[src/sbcms_pkg.sv]
package sbcms_pkg;

   // clock rate and time figures; cycle counts derive from them
   localparam int SYS_CLK_MHZ = 100;
   localparam int WAKE_FILT_TIME_US = 16;
   localparam int RESET_PULSE_TIME_US = 2000;
   localparam int RESET_CLAMP_TIME_US = 128000;
   localparam int POWERUP_TIME_US = 1000;
   localparam int WAKE_FILT_CYCLES = WAKE_FILT_TIME_US * SYS_CLK_MHZ;
   localparam int RESET_PULSE_CYCLES = RESET_PULSE_TIME_US * SYS_CLK_MHZ;
   localparam int RESET_CLAMP_CYCLES = RESET_CLAMP_TIME_US * SYS_CLK_MHZ;
   localparam int POWERUP_CYCLES = POWERUP_TIME_US * SYS_CLK_MHZ;
   localparam int TIMER_W = 24;

   // wake edge selection field encoding
   localparam logic [1:0] WAKE_SEL_OFF = 2'h0;
   localparam logic [1:0] WAKE_SEL_RISE = 2'h1;
   localparam logic [1:0] WAKE_SEL_FALL = 2'h2;
   localparam logic [1:0] WAKE_SEL_BOTH = 2'h3;

   // one-hot operating modes
   typedef enum logic [9:0] {
      SBCMS_SHUTDOWN = 10'h001,
      SBCMS_CONFIG = 10'h002,
      SBCMS_POWERUP = 10'h004,
      SBCMS_RESET = 10'h008,
      SBCMS_STARTUP = 10'h010,
      SBCMS_NORMAL = 10'h020,
      SBCMS_STANDBY = 10'h040,
      SBCMS_SLEEP = 10'h080,
      SBCMS_FLASH = 10'h100,
      SBCMS_FAILSAFE = 10'h200
   } sbcms_mode_t;

   typedef enum logic [2:0] {
      SBCMS_CFG_1,
      SBCMS_CFG_2,
      SBCMS_CFG_3,
      SBCMS_CFG_4,
      SBCMS_CFG_SWDEV
   } sbcms_cfg_t;

   // true when an edge matches the selection field
   function automatic logic sbcms_edge_hit(input logic [1:0] sel,
                                           input logic rise,
                                           input logic fall);
      sbcms_edge_hit = (rise && (sel == WAKE_SEL_RISE ||
                                 sel == WAKE_SEL_BOTH)) ||
                       (fall && (sel == WAKE_SEL_FALL ||
                                 sel == WAKE_SEL_BOTH));
   endfunction : sbcms_edge_hit

   // configuration from strap levels and the fast failsafe bit
   function automatic sbcms_cfg_t sbcms_cfg_decode(input logic wd_strap,
                                                   input logic fs_strap,
                                                   input logic fast);
      if (wd_strap) begin
         sbcms_cfg_decode = SBCMS_CFG_SWDEV;
      end else if (fast) begin
         sbcms_cfg_decode = fs_strap ? SBCMS_CFG_1 : SBCMS_CFG_2;
      end else begin
         sbcms_cfg_decode = fs_strap ? SBCMS_CFG_3 : SBCMS_CFG_4;
      end
   endfunction : sbcms_cfg_decode

   // modes in which the wake level is mirrored and edges raise irq
   function automatic logic sbcms_is_active(input sbcms_mode_t m);
      sbcms_is_active = (m == SBCMS_STARTUP) || (m == SBCMS_NORMAL) ||
                        (m == SBCMS_STANDBY) || (m == SBCMS_FLASH);
   endfunction : sbcms_is_active

endpackage : sbcms_pkg

[src/sbcms_wake_filter.sv]
`timescale 1ns/10ps
module sbcms_wake_filter #(
   parameter int FILT_CYCLES = 1600
) (
   input wire logic sys_clk,
   input wire logic rst_n,
   input wire logic local_wake_input,
   output logic level,
   output logic rise,
   output logic fall,
   output logic pullup_en,
   output logic pulldown_en
);
   localparam int CW = $clog2(FILT_CYCLES + 1);
   localparam logic [CW-1:0] CNT_LAST = CW'(FILT_CYCLES - 1);

   logic sync1_reg;
   logic sync2_reg;
   logic [CW-1:0] cnt_reg;

   // two-stage synchroniser; only the second stage is looked at
   always_ff @(posedge sys_clk or negedge rst_n) begin
      if (!rst_n) begin
         sync1_reg <= 1'b0;
         sync2_reg <= 1'b0;
      end else begin
         sync1_reg <= local_wake_input;
         sync2_reg <= sync1_reg;
      end
   end

   // a new level must stand for the whole filter time before it is taken
   always_ff @(posedge sys_clk or negedge rst_n) begin
      if (!rst_n) begin
         cnt_reg <= '0;
         level <= 1'b0;
         rise <= 1'b0;
         fall <= 1'b0;
         pullup_en <= 1'b0;
         pulldown_en <= 1'b1;
      end else begin
         rise <= 1'b0;
         fall <= 1'b0;
         if (sync2_reg == level) begin
            cnt_reg <= '0;
         end else if (cnt_reg == CNT_LAST) begin
            cnt_reg <= '0;
            level <= sync2_reg;
            rise <= sync2_reg;
            fall <= !sync2_reg;
            pullup_en <= sync2_reg;
            pulldown_en <= !sync2_reg;
         end else begin
            cnt_reg <= cnt_reg + 1'b1;
         end
      end
   end
endmodule : sbcms_wake_filter

[src/sbcms_mode_sequencer.sv]
`timescale 1ns/10ps
module sbcms_mode_sequencer
   import sbcms_pkg::*;
#(
   parameter int FILT_CYCLES = WAKE_FILT_CYCLES,
   parameter int PULSE_CYCLES = RESET_PULSE_CYCLES,
   parameter int CLAMP_CYCLES = RESET_CLAMP_CYCLES,
   parameter int PWRUP_CYCLES = POWERUP_CYCLES
) (
   input wire logic sys_clk,
   input wire logic rst_n,
   input wire logic local_wake_input,
   input wire logic [1:0] wake_edge_select,
   input wire logic wake_flag_clear,
   input wire logic mid_supply_por_low,
   input wire logic mid_supply_por_high,
   input wire logic main_above_reset_level,
   input wire logic main_above_highest_reset,
   input wire logic main_above_failure_level,
   input wire logic watchdog_strap,
   input wire logic failsafe_strap,
   input wire logic fast_failsafe_select,
   input wire logic mcu_reset_in_n,
   input wire logic watchdog_service,
   input wire logic service_req_flash,
   input wire logic watchdog_missed,
   input wire logic req_config,
   input wire logic req_normal,
   input wire logic req_standby,
   input wire logic req_sleep,
   input wire logic req_flash_enter,
   input wire logic req_flash_exit,
   input wire logic req_reset,
   input wire logic req_unauthorized,
   input wire logic bus_wake,
   input wire logic aux_regulator_request,
   input wire logic write_req,
   input wire logic write_is_mode_ctrl,
   output sbcms_mode_t mode_state,
   output logic converter_on,
   output logic aux_regulator_on,
   output logic bus_pins_passive,
   output logic serial_enable,
   output logic receive_data_outputs_high,
   output logic mcu_reset_out_n,
   output logic mcu_reset_oe,
   output logic main_supply_undervolt_n,
   output logic watchdog_run,
   output logic watchdog_timeout_mode,
   output logic wake_pullup_en,
   output logic wake_pulldown_en,
   output logic wake_input_level_status,
   output logic wake_input_event_flag,
   output logic wake_irq,
   output logic watchdog_irq,
   output logic watchdog_strap_status,
   output logic failsafe_strap_status,
   output sbcms_cfg_t config_sel,
   output logic failsafe_outputs,
   output logic reset_clamp_event,
   output logic write_accept
);
   localparam logic [TIMER_W-1:0] PULSE_LAST = TIMER_W'(PULSE_CYCLES - 1);
   localparam logic [TIMER_W-1:0] CLAMP_LAST = TIMER_W'(CLAMP_CYCLES - 1);
   localparam logic [TIMER_W-1:0] PWRUP_LAST = TIMER_W'(PWRUP_CYCLES - 1);
   localparam logic [TIMER_W-1:0] TIMER_MAX = '1;

   sbcms_mode_t state_reg;
   sbcms_mode_t state_next;
   logic core_rst_n;
   logic wake_level;
   logic wake_rise;
   logic wake_fall;
   logic wake_hit;
   logic any_edge;
   logic [TIMER_W-1:0] timer_reg;
   logic [TIMER_W-1:0] clamp_reg;
   logic released_reg;
   logic released_next;
   logic clamp_hit;
   logic miss_seen_reg;
   logic wd_to_reset;
   logic wd_to_failsafe;
   logic wd_fso;
   logic ext_reset;
   logic fso_set;
   logic is_swdev;

   // mid supply undervoltage acts as reset, so shut-down entry needs no clock
   assign core_rst_n = rst_n & ~mid_supply_por_low;

   sbcms_wake_filter #(
      .FILT_CYCLES(FILT_CYCLES)
   ) u_wake (
      .sys_clk(sys_clk),
      .rst_n(core_rst_n),
      .local_wake_input(local_wake_input),
      .level(wake_level),
      .rise(wake_rise),
      .fall(wake_fall),
      .pullup_en(wake_pullup_en),
      .pulldown_en(wake_pulldown_en)
   );

   // edge qualification; fail-safe always listens on both edges
   assign wake_hit = sbcms_edge_hit(wake_edge_select, wake_rise,
                                    wake_fall);
   assign any_edge = wake_rise | wake_fall;
   assign is_swdev = (config_sel == SBCMS_CFG_SWDEV);

   // pin is not driven by us in these modes, so a low is external
   assign ext_reset = !mcu_reset_in_n && sbcms_is_active(state_reg);

   // clamp detected once, when the external low outlasts the timeout
   assign clamp_hit = (state_reg == SBCMS_RESET) && released_reg &&
                      !mcu_reset_in_n && (clamp_reg == CLAMP_LAST);

   // watchdog miss reaction; a second miss counts only for configs 3 and 4
   always_comb begin
      wd_to_reset = 1'b0;
      wd_to_failsafe = 1'b0;
      wd_fso = 1'b0;
      unique case (config_sel)
         SBCMS_CFG_1: begin
            wd_to_reset = 1'b1;
            wd_fso = 1'b1;
         end
         SBCMS_CFG_2: begin
            wd_to_failsafe = 1'b1;
         end
         SBCMS_CFG_3: begin
            wd_to_reset = 1'b1;
            wd_fso = miss_seen_reg;
         end
         SBCMS_CFG_4: begin
            wd_to_reset = !miss_seen_reg;
            wd_to_failsafe = miss_seen_reg;
            wd_fso = miss_seen_reg;
         end
         SBCMS_CFG_SWDEV: begin
         end
      endcase
   end

   // mode transitions; undervoltage outranks every serial request
   always_comb begin
      state_next = state_reg;
      unique case (state_reg)
         SBCMS_SHUTDOWN: begin
            if (mid_supply_por_high) begin
               state_next = SBCMS_CONFIG;
            end
         end
         SBCMS_CONFIG: begin
            state_next = SBCMS_POWERUP;
         end
         SBCMS_POWERUP: begin
            if (main_above_reset_level) begin
               state_next = SBCMS_RESET;
            end else if (timer_reg >= PWRUP_LAST &&
                         !main_above_failure_level) begin
               state_next = SBCMS_FAILSAFE;
            end
         end
         SBCMS_RESET: begin
            if (!main_above_reset_level) begin
               state_next = SBCMS_POWERUP;
            end else if (clamp_hit && (config_sel == SBCMS_CFG_2 ||
                                       config_sel == SBCMS_CFG_4)) begin
               state_next = SBCMS_FAILSAFE;
            end else if (released_reg && mcu_reset_in_n) begin
               state_next = SBCMS_STARTUP;
            end
         end
         SBCMS_STARTUP, SBCMS_NORMAL, SBCMS_STANDBY, SBCMS_FLASH: begin
            if (!main_above_reset_level) begin
               state_next = SBCMS_POWERUP;
            end else if (ext_reset) begin
               state_next = SBCMS_RESET;
            end else if (watchdog_missed && wd_to_failsafe) begin
               state_next = SBCMS_FAILSAFE;
            end else if (watchdog_missed && wd_to_reset) begin
               state_next = SBCMS_RESET;
            end else if (req_config && (state_reg == SBCMS_STARTUP ||
                                        state_reg == SBCMS_NORMAL)) begin
               state_next = SBCMS_CONFIG;
            end else if (req_reset || req_unauthorized) begin
               state_next = SBCMS_RESET;
            end else if (state_reg == SBCMS_STARTUP) begin
               if (watchdog_service) begin
                  state_next = service_req_flash ? SBCMS_FLASH :
                               SBCMS_NORMAL;
               end
            end else if (state_reg == SBCMS_FLASH) begin
               if (req_flash_exit) begin
                  state_next = SBCMS_RESET;
               end
            end else if (state_reg == SBCMS_NORMAL) begin
               if (req_flash_enter) begin
                  state_next = SBCMS_RESET;
               end else if (req_sleep) begin
                  state_next = SBCMS_SLEEP;
               end else if (req_standby) begin
                  state_next = SBCMS_STANDBY;
               end
            end else if (req_normal) begin
               state_next = SBCMS_NORMAL;
            end
         end
         SBCMS_SLEEP: begin
            if (wake_hit || bus_wake) begin
               state_next = SBCMS_POWERUP;
            end
         end
         SBCMS_FAILSAFE: begin
            if (any_edge || bus_wake) begin
               state_next = SBCMS_POWERUP;
            end
         end
         default: begin
            state_next = SBCMS_SHUTDOWN;
         end
      endcase
   end

   // mode register; a corrupted one-hot code falls back to shut-down
   always_ff @(posedge sys_clk or negedge core_rst_n) begin
      if (!core_rst_n) begin
         state_reg <= SBCMS_SHUTDOWN;
      end else begin
         state_reg <= state_next;
      end
   end

   // time spent in the current mode, saturating
   always_ff @(posedge sys_clk or negedge core_rst_n) begin
      if (!core_rst_n) begin
         timer_reg <= '0;
      end else if (state_next != state_reg) begin
         timer_reg <= '0;
      end else if (timer_reg != TIMER_MAX) begin
         timer_reg <= timer_reg + 1'b1;
      end
   end

   // reset pin let go once the pulse time has run out in reset mode
   assign released_next = (state_next == SBCMS_RESET) &&
                          (state_reg == SBCMS_RESET) &&
                          (released_reg || timer_reg >= PULSE_LAST);

   always_ff @(posedge sys_clk or negedge core_rst_n) begin
      if (!core_rst_n) begin
         released_reg <= 1'b0;
      end else begin
         released_reg <= released_next;
      end
   end

   // external low after release; clamp event is a single pulse
   always_ff @(posedge sys_clk or negedge core_rst_n) begin
      if (!core_rst_n) begin
         clamp_reg <= '0;
         reset_clamp_event <= 1'b0;
      end else begin
         reset_clamp_event <= clamp_hit;
         if (state_reg != SBCMS_RESET || !released_reg || mcu_reset_in_n) begin
            clamp_reg <= '0;
         end else if (clamp_reg != TIMER_MAX) begin
            clamp_reg <= clamp_reg + 1'b1;
         end
      end
   end

   // strap latching only in configuration; frozen otherwise
   always_ff @(posedge sys_clk or negedge core_rst_n) begin
      if (!core_rst_n) begin
         config_sel <= SBCMS_CFG_4;
         watchdog_strap_status <= 1'b0;
      end else if (state_reg == SBCMS_CONFIG) begin
         config_sel <= sbcms_cfg_decode(watchdog_strap, failsafe_strap,
                                        fast_failsafe_select);
         watchdog_strap_status <= watchdog_strap;
      end
   end

   // failsafe strap status follows the pin live only for development
   always_ff @(posedge sys_clk or negedge core_rst_n) begin
      if (!core_rst_n) begin
         failsafe_strap_status <= 1'b0;
      end else if (state_reg == SBCMS_CONFIG || is_swdev) begin
         failsafe_strap_status <= failsafe_strap;
      end
   end

   // first watchdog miss remembered; set wins over a service
   always_ff @(posedge sys_clk or negedge core_rst_n) begin
      if (!core_rst_n) begin
         miss_seen_reg <= 1'b0;
      end else if (watchdog_missed && sbcms_is_active(state_reg)) begin
         miss_seen_reg <= 1'b1;
      end else if (watchdog_service || state_reg == SBCMS_CONFIG) begin
         miss_seen_reg <= 1'b0;
      end
   end

   // failsafe outputs are sticky until the next supply loss
   assign fso_set = (watchdog_missed && sbcms_is_active(state_reg) &&
                     wd_fso) ||
                    (clamp_hit && !is_swdev) ||
                    (ext_reset && state_reg == SBCMS_STARTUP && !is_swdev);

   always_ff @(posedge sys_clk or negedge core_rst_n) begin
      if (!core_rst_n) begin
         failsafe_outputs <= 1'b0;
      end else if (fso_set || state_next == SBCMS_FAILSAFE) begin
         failsafe_outputs <= 1'b1;
      end
   end

   // development config only flags a watchdog miss
   always_ff @(posedge sys_clk or negedge core_rst_n) begin
      if (!core_rst_n) begin
         watchdog_irq <= 1'b0;
      end else begin
         watchdog_irq <= watchdog_missed && is_swdev &&
                         sbcms_is_active(state_reg);
      end
   end

   // wake handling: edges ignored while the device is not listening
   always_ff @(posedge sys_clk or negedge core_rst_n) begin
      if (!core_rst_n) begin
         wake_input_event_flag <= 1'b0;
         wake_irq <= 1'b0;
         wake_input_level_status <= 1'b0;
      end else begin
         wake_irq <= wake_hit && sbcms_is_active(state_reg);
         if (sbcms_is_active(state_reg)) begin
            wake_input_level_status <= wake_level;
         end
         if (wake_hit && (sbcms_is_active(state_reg) ||
                          state_reg == SBCMS_SLEEP)) begin
            wake_input_event_flag <= 1'b1;
         end else if (wake_flag_clear) begin
            wake_input_event_flag <= 1'b0;
         end
      end
   end

   // start-up writes pass only the mode frame when failsafe is active
   always_ff @(posedge sys_clk or negedge core_rst_n) begin
      if (!core_rst_n) begin
         write_accept <= 1'b0;
      end else if (state_reg == SBCMS_STARTUP) begin
         write_accept <= write_req &&
                         (!failsafe_outputs || write_is_mode_ctrl);
      end else begin
         write_accept <= write_req && sbcms_is_active(state_reg);
      end
   end

   // outputs decoded from the next mode so they line up with mode_state
   always_ff @(posedge sys_clk or negedge core_rst_n) begin
      if (!core_rst_n) begin
         mode_state <= SBCMS_SHUTDOWN;
         converter_on <= 1'b0;
         aux_regulator_on <= 1'b0;
         bus_pins_passive <= 1'b1;
         serial_enable <= 1'b0;
         receive_data_outputs_high <= 1'b1;
         mcu_reset_out_n <= 1'b0;
         mcu_reset_oe <= 1'b1;
         main_supply_undervolt_n <= 1'b0;
         watchdog_run <= 1'b0;
         watchdog_timeout_mode <= 1'b0;
      end else begin
         mode_state <= state_next;
         mcu_reset_out_n <= 1'b0;
         converter_on <= sbcms_is_active(state_next) ||
                         state_next == SBCMS_POWERUP ||
                         state_next == SBCMS_RESET;
         // aux keeps its state through power-up and reset
         if (sbcms_is_active(state_next)) begin
            aux_regulator_on <= aux_regulator_request;
         end else if (state_next != SBCMS_POWERUP &&
                      state_next != SBCMS_RESET) begin
            aux_regulator_on <= 1'b0;
         end
         bus_pins_passive <= !sbcms_is_active(state_next) &&
                             state_next != SBCMS_SLEEP &&
                             state_next != SBCMS_FAILSAFE;
         serial_enable <= sbcms_is_active(state_next);
         receive_data_outputs_high <= !sbcms_is_active(state_next);
         mcu_reset_oe <= !sbcms_is_active(state_next) &&
                         !released_next;
         main_supply_undervolt_n <= (sbcms_is_active(state_next) ||
                                     state_next == SBCMS_RESET) &&
                                    main_above_highest_reset;
         watchdog_run <= sbcms_is_active(state_next);
         watchdog_timeout_mode <= state_next == SBCMS_STARTUP ||
                                  state_next == SBCMS_FLASH;
      end
   end
endmodule : sbcms_mode_sequencer

[config.mk]
export PLATFORM = sky130hd
export DESIGN_NAME = sbcms_mode_sequencer
export DESIGN_NICKNAME = d
export VERILOG_FILES = /design/src/sbcms_pkg.sv /design/src/sbcms_wake_filter.sv /design/src/sbcms_mode_sequencer.sv
export SDC_FILE = /design/constraint.sdc
export NUM_CORES = 1
export LEC_CHECK = 0
export BUFFER_PORTS_ARGS = -buffer_cell sky130_fd_sc_hd__buf_4
export CORE_MARGIN = 8
export CORE_UTILIZATION = 40
export CTS_CLUSTER_DIAMETER = 60
export CTS_CLUSTER_SIZE = 24
export DETAILED_ROUTE_END_ITERATION = 8
export SLEW_MARGIN = 10
export SYNTH_ARGS = -nofsm -noshare
export SYNTH_HDL_FRONTEND = slang
export SYNTH_SLANG_ARGS = --single-unit
[constraint.sdc]
create_clock -name sys_clk -period 8.2 [get_ports sys_clk]
set_clock_uncertainty 0.1 [all_clocks]
set_input_delay 0.82 -clock sys_clk [delete_from_list [all_inputs] [get_ports sys_clk]]
set_output_delay 0.82 -clock sys_clk [all_outputs]
set_load 0.03 [all_outputs]
==> summary.txt <==
cell row count = 43
Tot GR Track Use = 0.166
power share of the combinational group = 0.267
Final Hold Vio Count = 0
FMAX = 270 MHz
initial DRC count = 390
wire length per cell = 17.5 um
clock share of power = 0.309
Seq/Total Area, Yosys = 0.430
gate count of the mapped netlist = 593
Port Buffer Count = 62
Ports = 64
EDFF count, synth = 0
Hold Buf Count CTS = 0
Clock Sink Count = 96
setup tns final = 0 ns
Synthesized Nets = 626
Pwr Total = 0.00128 W
Antenna Violating Nets Remaining = 0
vias per cell = 5.75
max_cap viols = 0
first-pass GRT wire length = 23900 um
layout net count = 676
min-delay worst type = register to register
Most Crowded Layer GR = met2
placed wire-length estimate = 10700 um
die height = 134 um
grt met1 use = 0.212
Post-CTS Resized = 0
share of async-settable or async-resettable flops after synthesis = 1.00
initial antenna violation count = 0
DRC = 0
synthesized area = 5610 um^2
Slew Viols, Final = 0
met3 GRT Util = 0.0419
CTS tree = done
WS Path Type = register to register
Least-Margin Pin Slew = 1.08 ns
Critical Path Start Type = register
Routed WL = 14500 um
Final setup viols = 0
switching power = 0.000453 W
switching share of power = 0.354
ant diodes = 0
Avg Cell Area, Syn = 9.46 um^2
clk slew on worst S/H paths = 0.07 ns
Die Span X = 134 um
largest net degree at the start of global routing = 87
remaining global-route overflow = 0
peak supply drop = 109 uV
Int Pwr = 0.000827 W
vias in the first global route = 4565
met2 Use GR = 0.254
Yosys cell types = 72
GPL Wtd Cong = 0.951
die area = 18100 um^2
Vias = 4757
PD cells = 200 nW/um^2
min Tclk post-route = 3.70 ns
Synth-to-Final Area Change = 14.1%
worst skew pair latency = 0.35 ns
unrepaired setup endpoints after global routing = no
commonest non-fill, non-tap cell in the layout = dfrtp_1
drt pass-1 iters = 5
Leak Pwr = 2.59 nW
Initial Utilization = 0.407
most frequent cells in the layout = 89 x dfrtp_1, 67 x nor2_1, 65 x buf_4
Synth Flop Type = dfrtp_1
relative slew slack = 0.277
worst-path fanout max = 24
YS warnings = 0
H-tree Lvls = 3
status = completed
final period utilization = 0.451
TritonCTS buffer count = 9
clock buffer depth = 2
Post-CTS Setup Inserts = 0
Worst setup EP type = register
Worst Path Required = 8.38 ns
share of cells above drive strength 1 = 0.198
Worst EP arrival = 3.88 ns
Flop pwr share = 0.424
total core area = 13800 um^2
root buffer cell = clkbuf_16
#FFs+latches synth = 96
-- routing by layer --
| metal | part of all wire | vias up |
|---|---|---|
| met5 | 0 | - |
| met4 | 0.029 | 0 |
| met3 | 0.067 | 28 |
| met2 | 0.46 | 168 |
| met1 | 0.45 | 2315 |
| li1 | - | 2246 |
-- stage by stage --
stage	util	instances	setup slack, ns	cell area [um^2]	hold WS, ns
floorplan	-	593	1.30	5610	0.231
global placement	0.445	812	4.61	6130	0.240
detailed placement	0.445	812	4.53	6130	0.243
CTS	0.465	828	4.58	6400	0.258
global route	0.465	828	4.32	6400	0.261
finish	0.465	828	4.50	6400	0.256
-- worst max-delay path, cell delays in order (launching register included) --
cell and delay, ns:
dfrtp_1 0.54, nor4_1 0.79, nand4b_1 0.32, a2111oi_1 0.49, nand4b_1 0.13, or4b_2 0.69, buf_4 0.33, a21oi_1 0.19
-- final cells by class --
class / instances / area, um^2
clock buffers: 14 / 254
fillers: 1357 / 7370
repair buffers: 65 / 488
well taps: 180 / 225
flip-flops and latches: 96 / 2410
clock inverters: 2 / 16.3
multi-input cells: 458 / 2960
inverters: 13 / 48.8
-- worst paths after layout --
check	startpoint	end	slack, ns	cells past startpoint
worst max register to register	mode_state[1]	timer_reg[1]	4.50	7
max in group asynchronous	mid_supply_por_low	mode_state[8]	6.26	3
worst min-delay path	u_wake.sync1_reg	u_wake.sync2_reg	0.26	0
worst min register to register	u_wake.sync1_reg	u_wake.sync2_reg	0.26	0
worst max-delay path	mode_state[1]	timer_reg[1]	4.50	7
min in group asynchronous	rst_n	u_wake.sync1_reg	0.35	2
-- power groups by stage --
stage	clock network (W)	logic, W	registers, W
floorplan	0	0.000283	0.000561
global placement	0	0.000342	0.000548
detailed placement	0	0.000344	0.000550
CTS	0.000410	0.000345	0.000541
global route	0.000426	0.000371	0.000546
finish	0.000396	0.000341	0.000542
-- cell usage after synthesis, types with 10 or more instances --
master / number / share of area
nand4_1: 22 / 0.025
o21ai_0: 20 / 0.018
xor2_1: 30 / 0.047
a21oi_1: 18 / 0.016
nor3_1: 24 / 0.021
and4_1: 10 / 0.016
nor2_4: 20 / 0.040
and3_1: 13 / 0.015
xnor2_1: 21 / 0.033
dfrtp_1: 89 / 0.40
nand2_1: 47 / 0.031
nor4_1: 11 / 0.012
inv_1: 13 / 0.0087
nor2_1: 67 / 0.045
nand3_1: 37 / 0.033
-- logic make-up after synthesis --
family | after synthesis | synth area share
mux | 7 | 0.0134
other cells | 1 | 0.000669
fa+ha+maj | 3 | 0.00669
xor+xnor | 51 | 0.0797
compound gates | 88 | 0.113
simple gates | 308 | 0.313
flops | 96 | 0.430
buf+inv | 39 | 0.0440
Power figures use the tool's default switching activity.
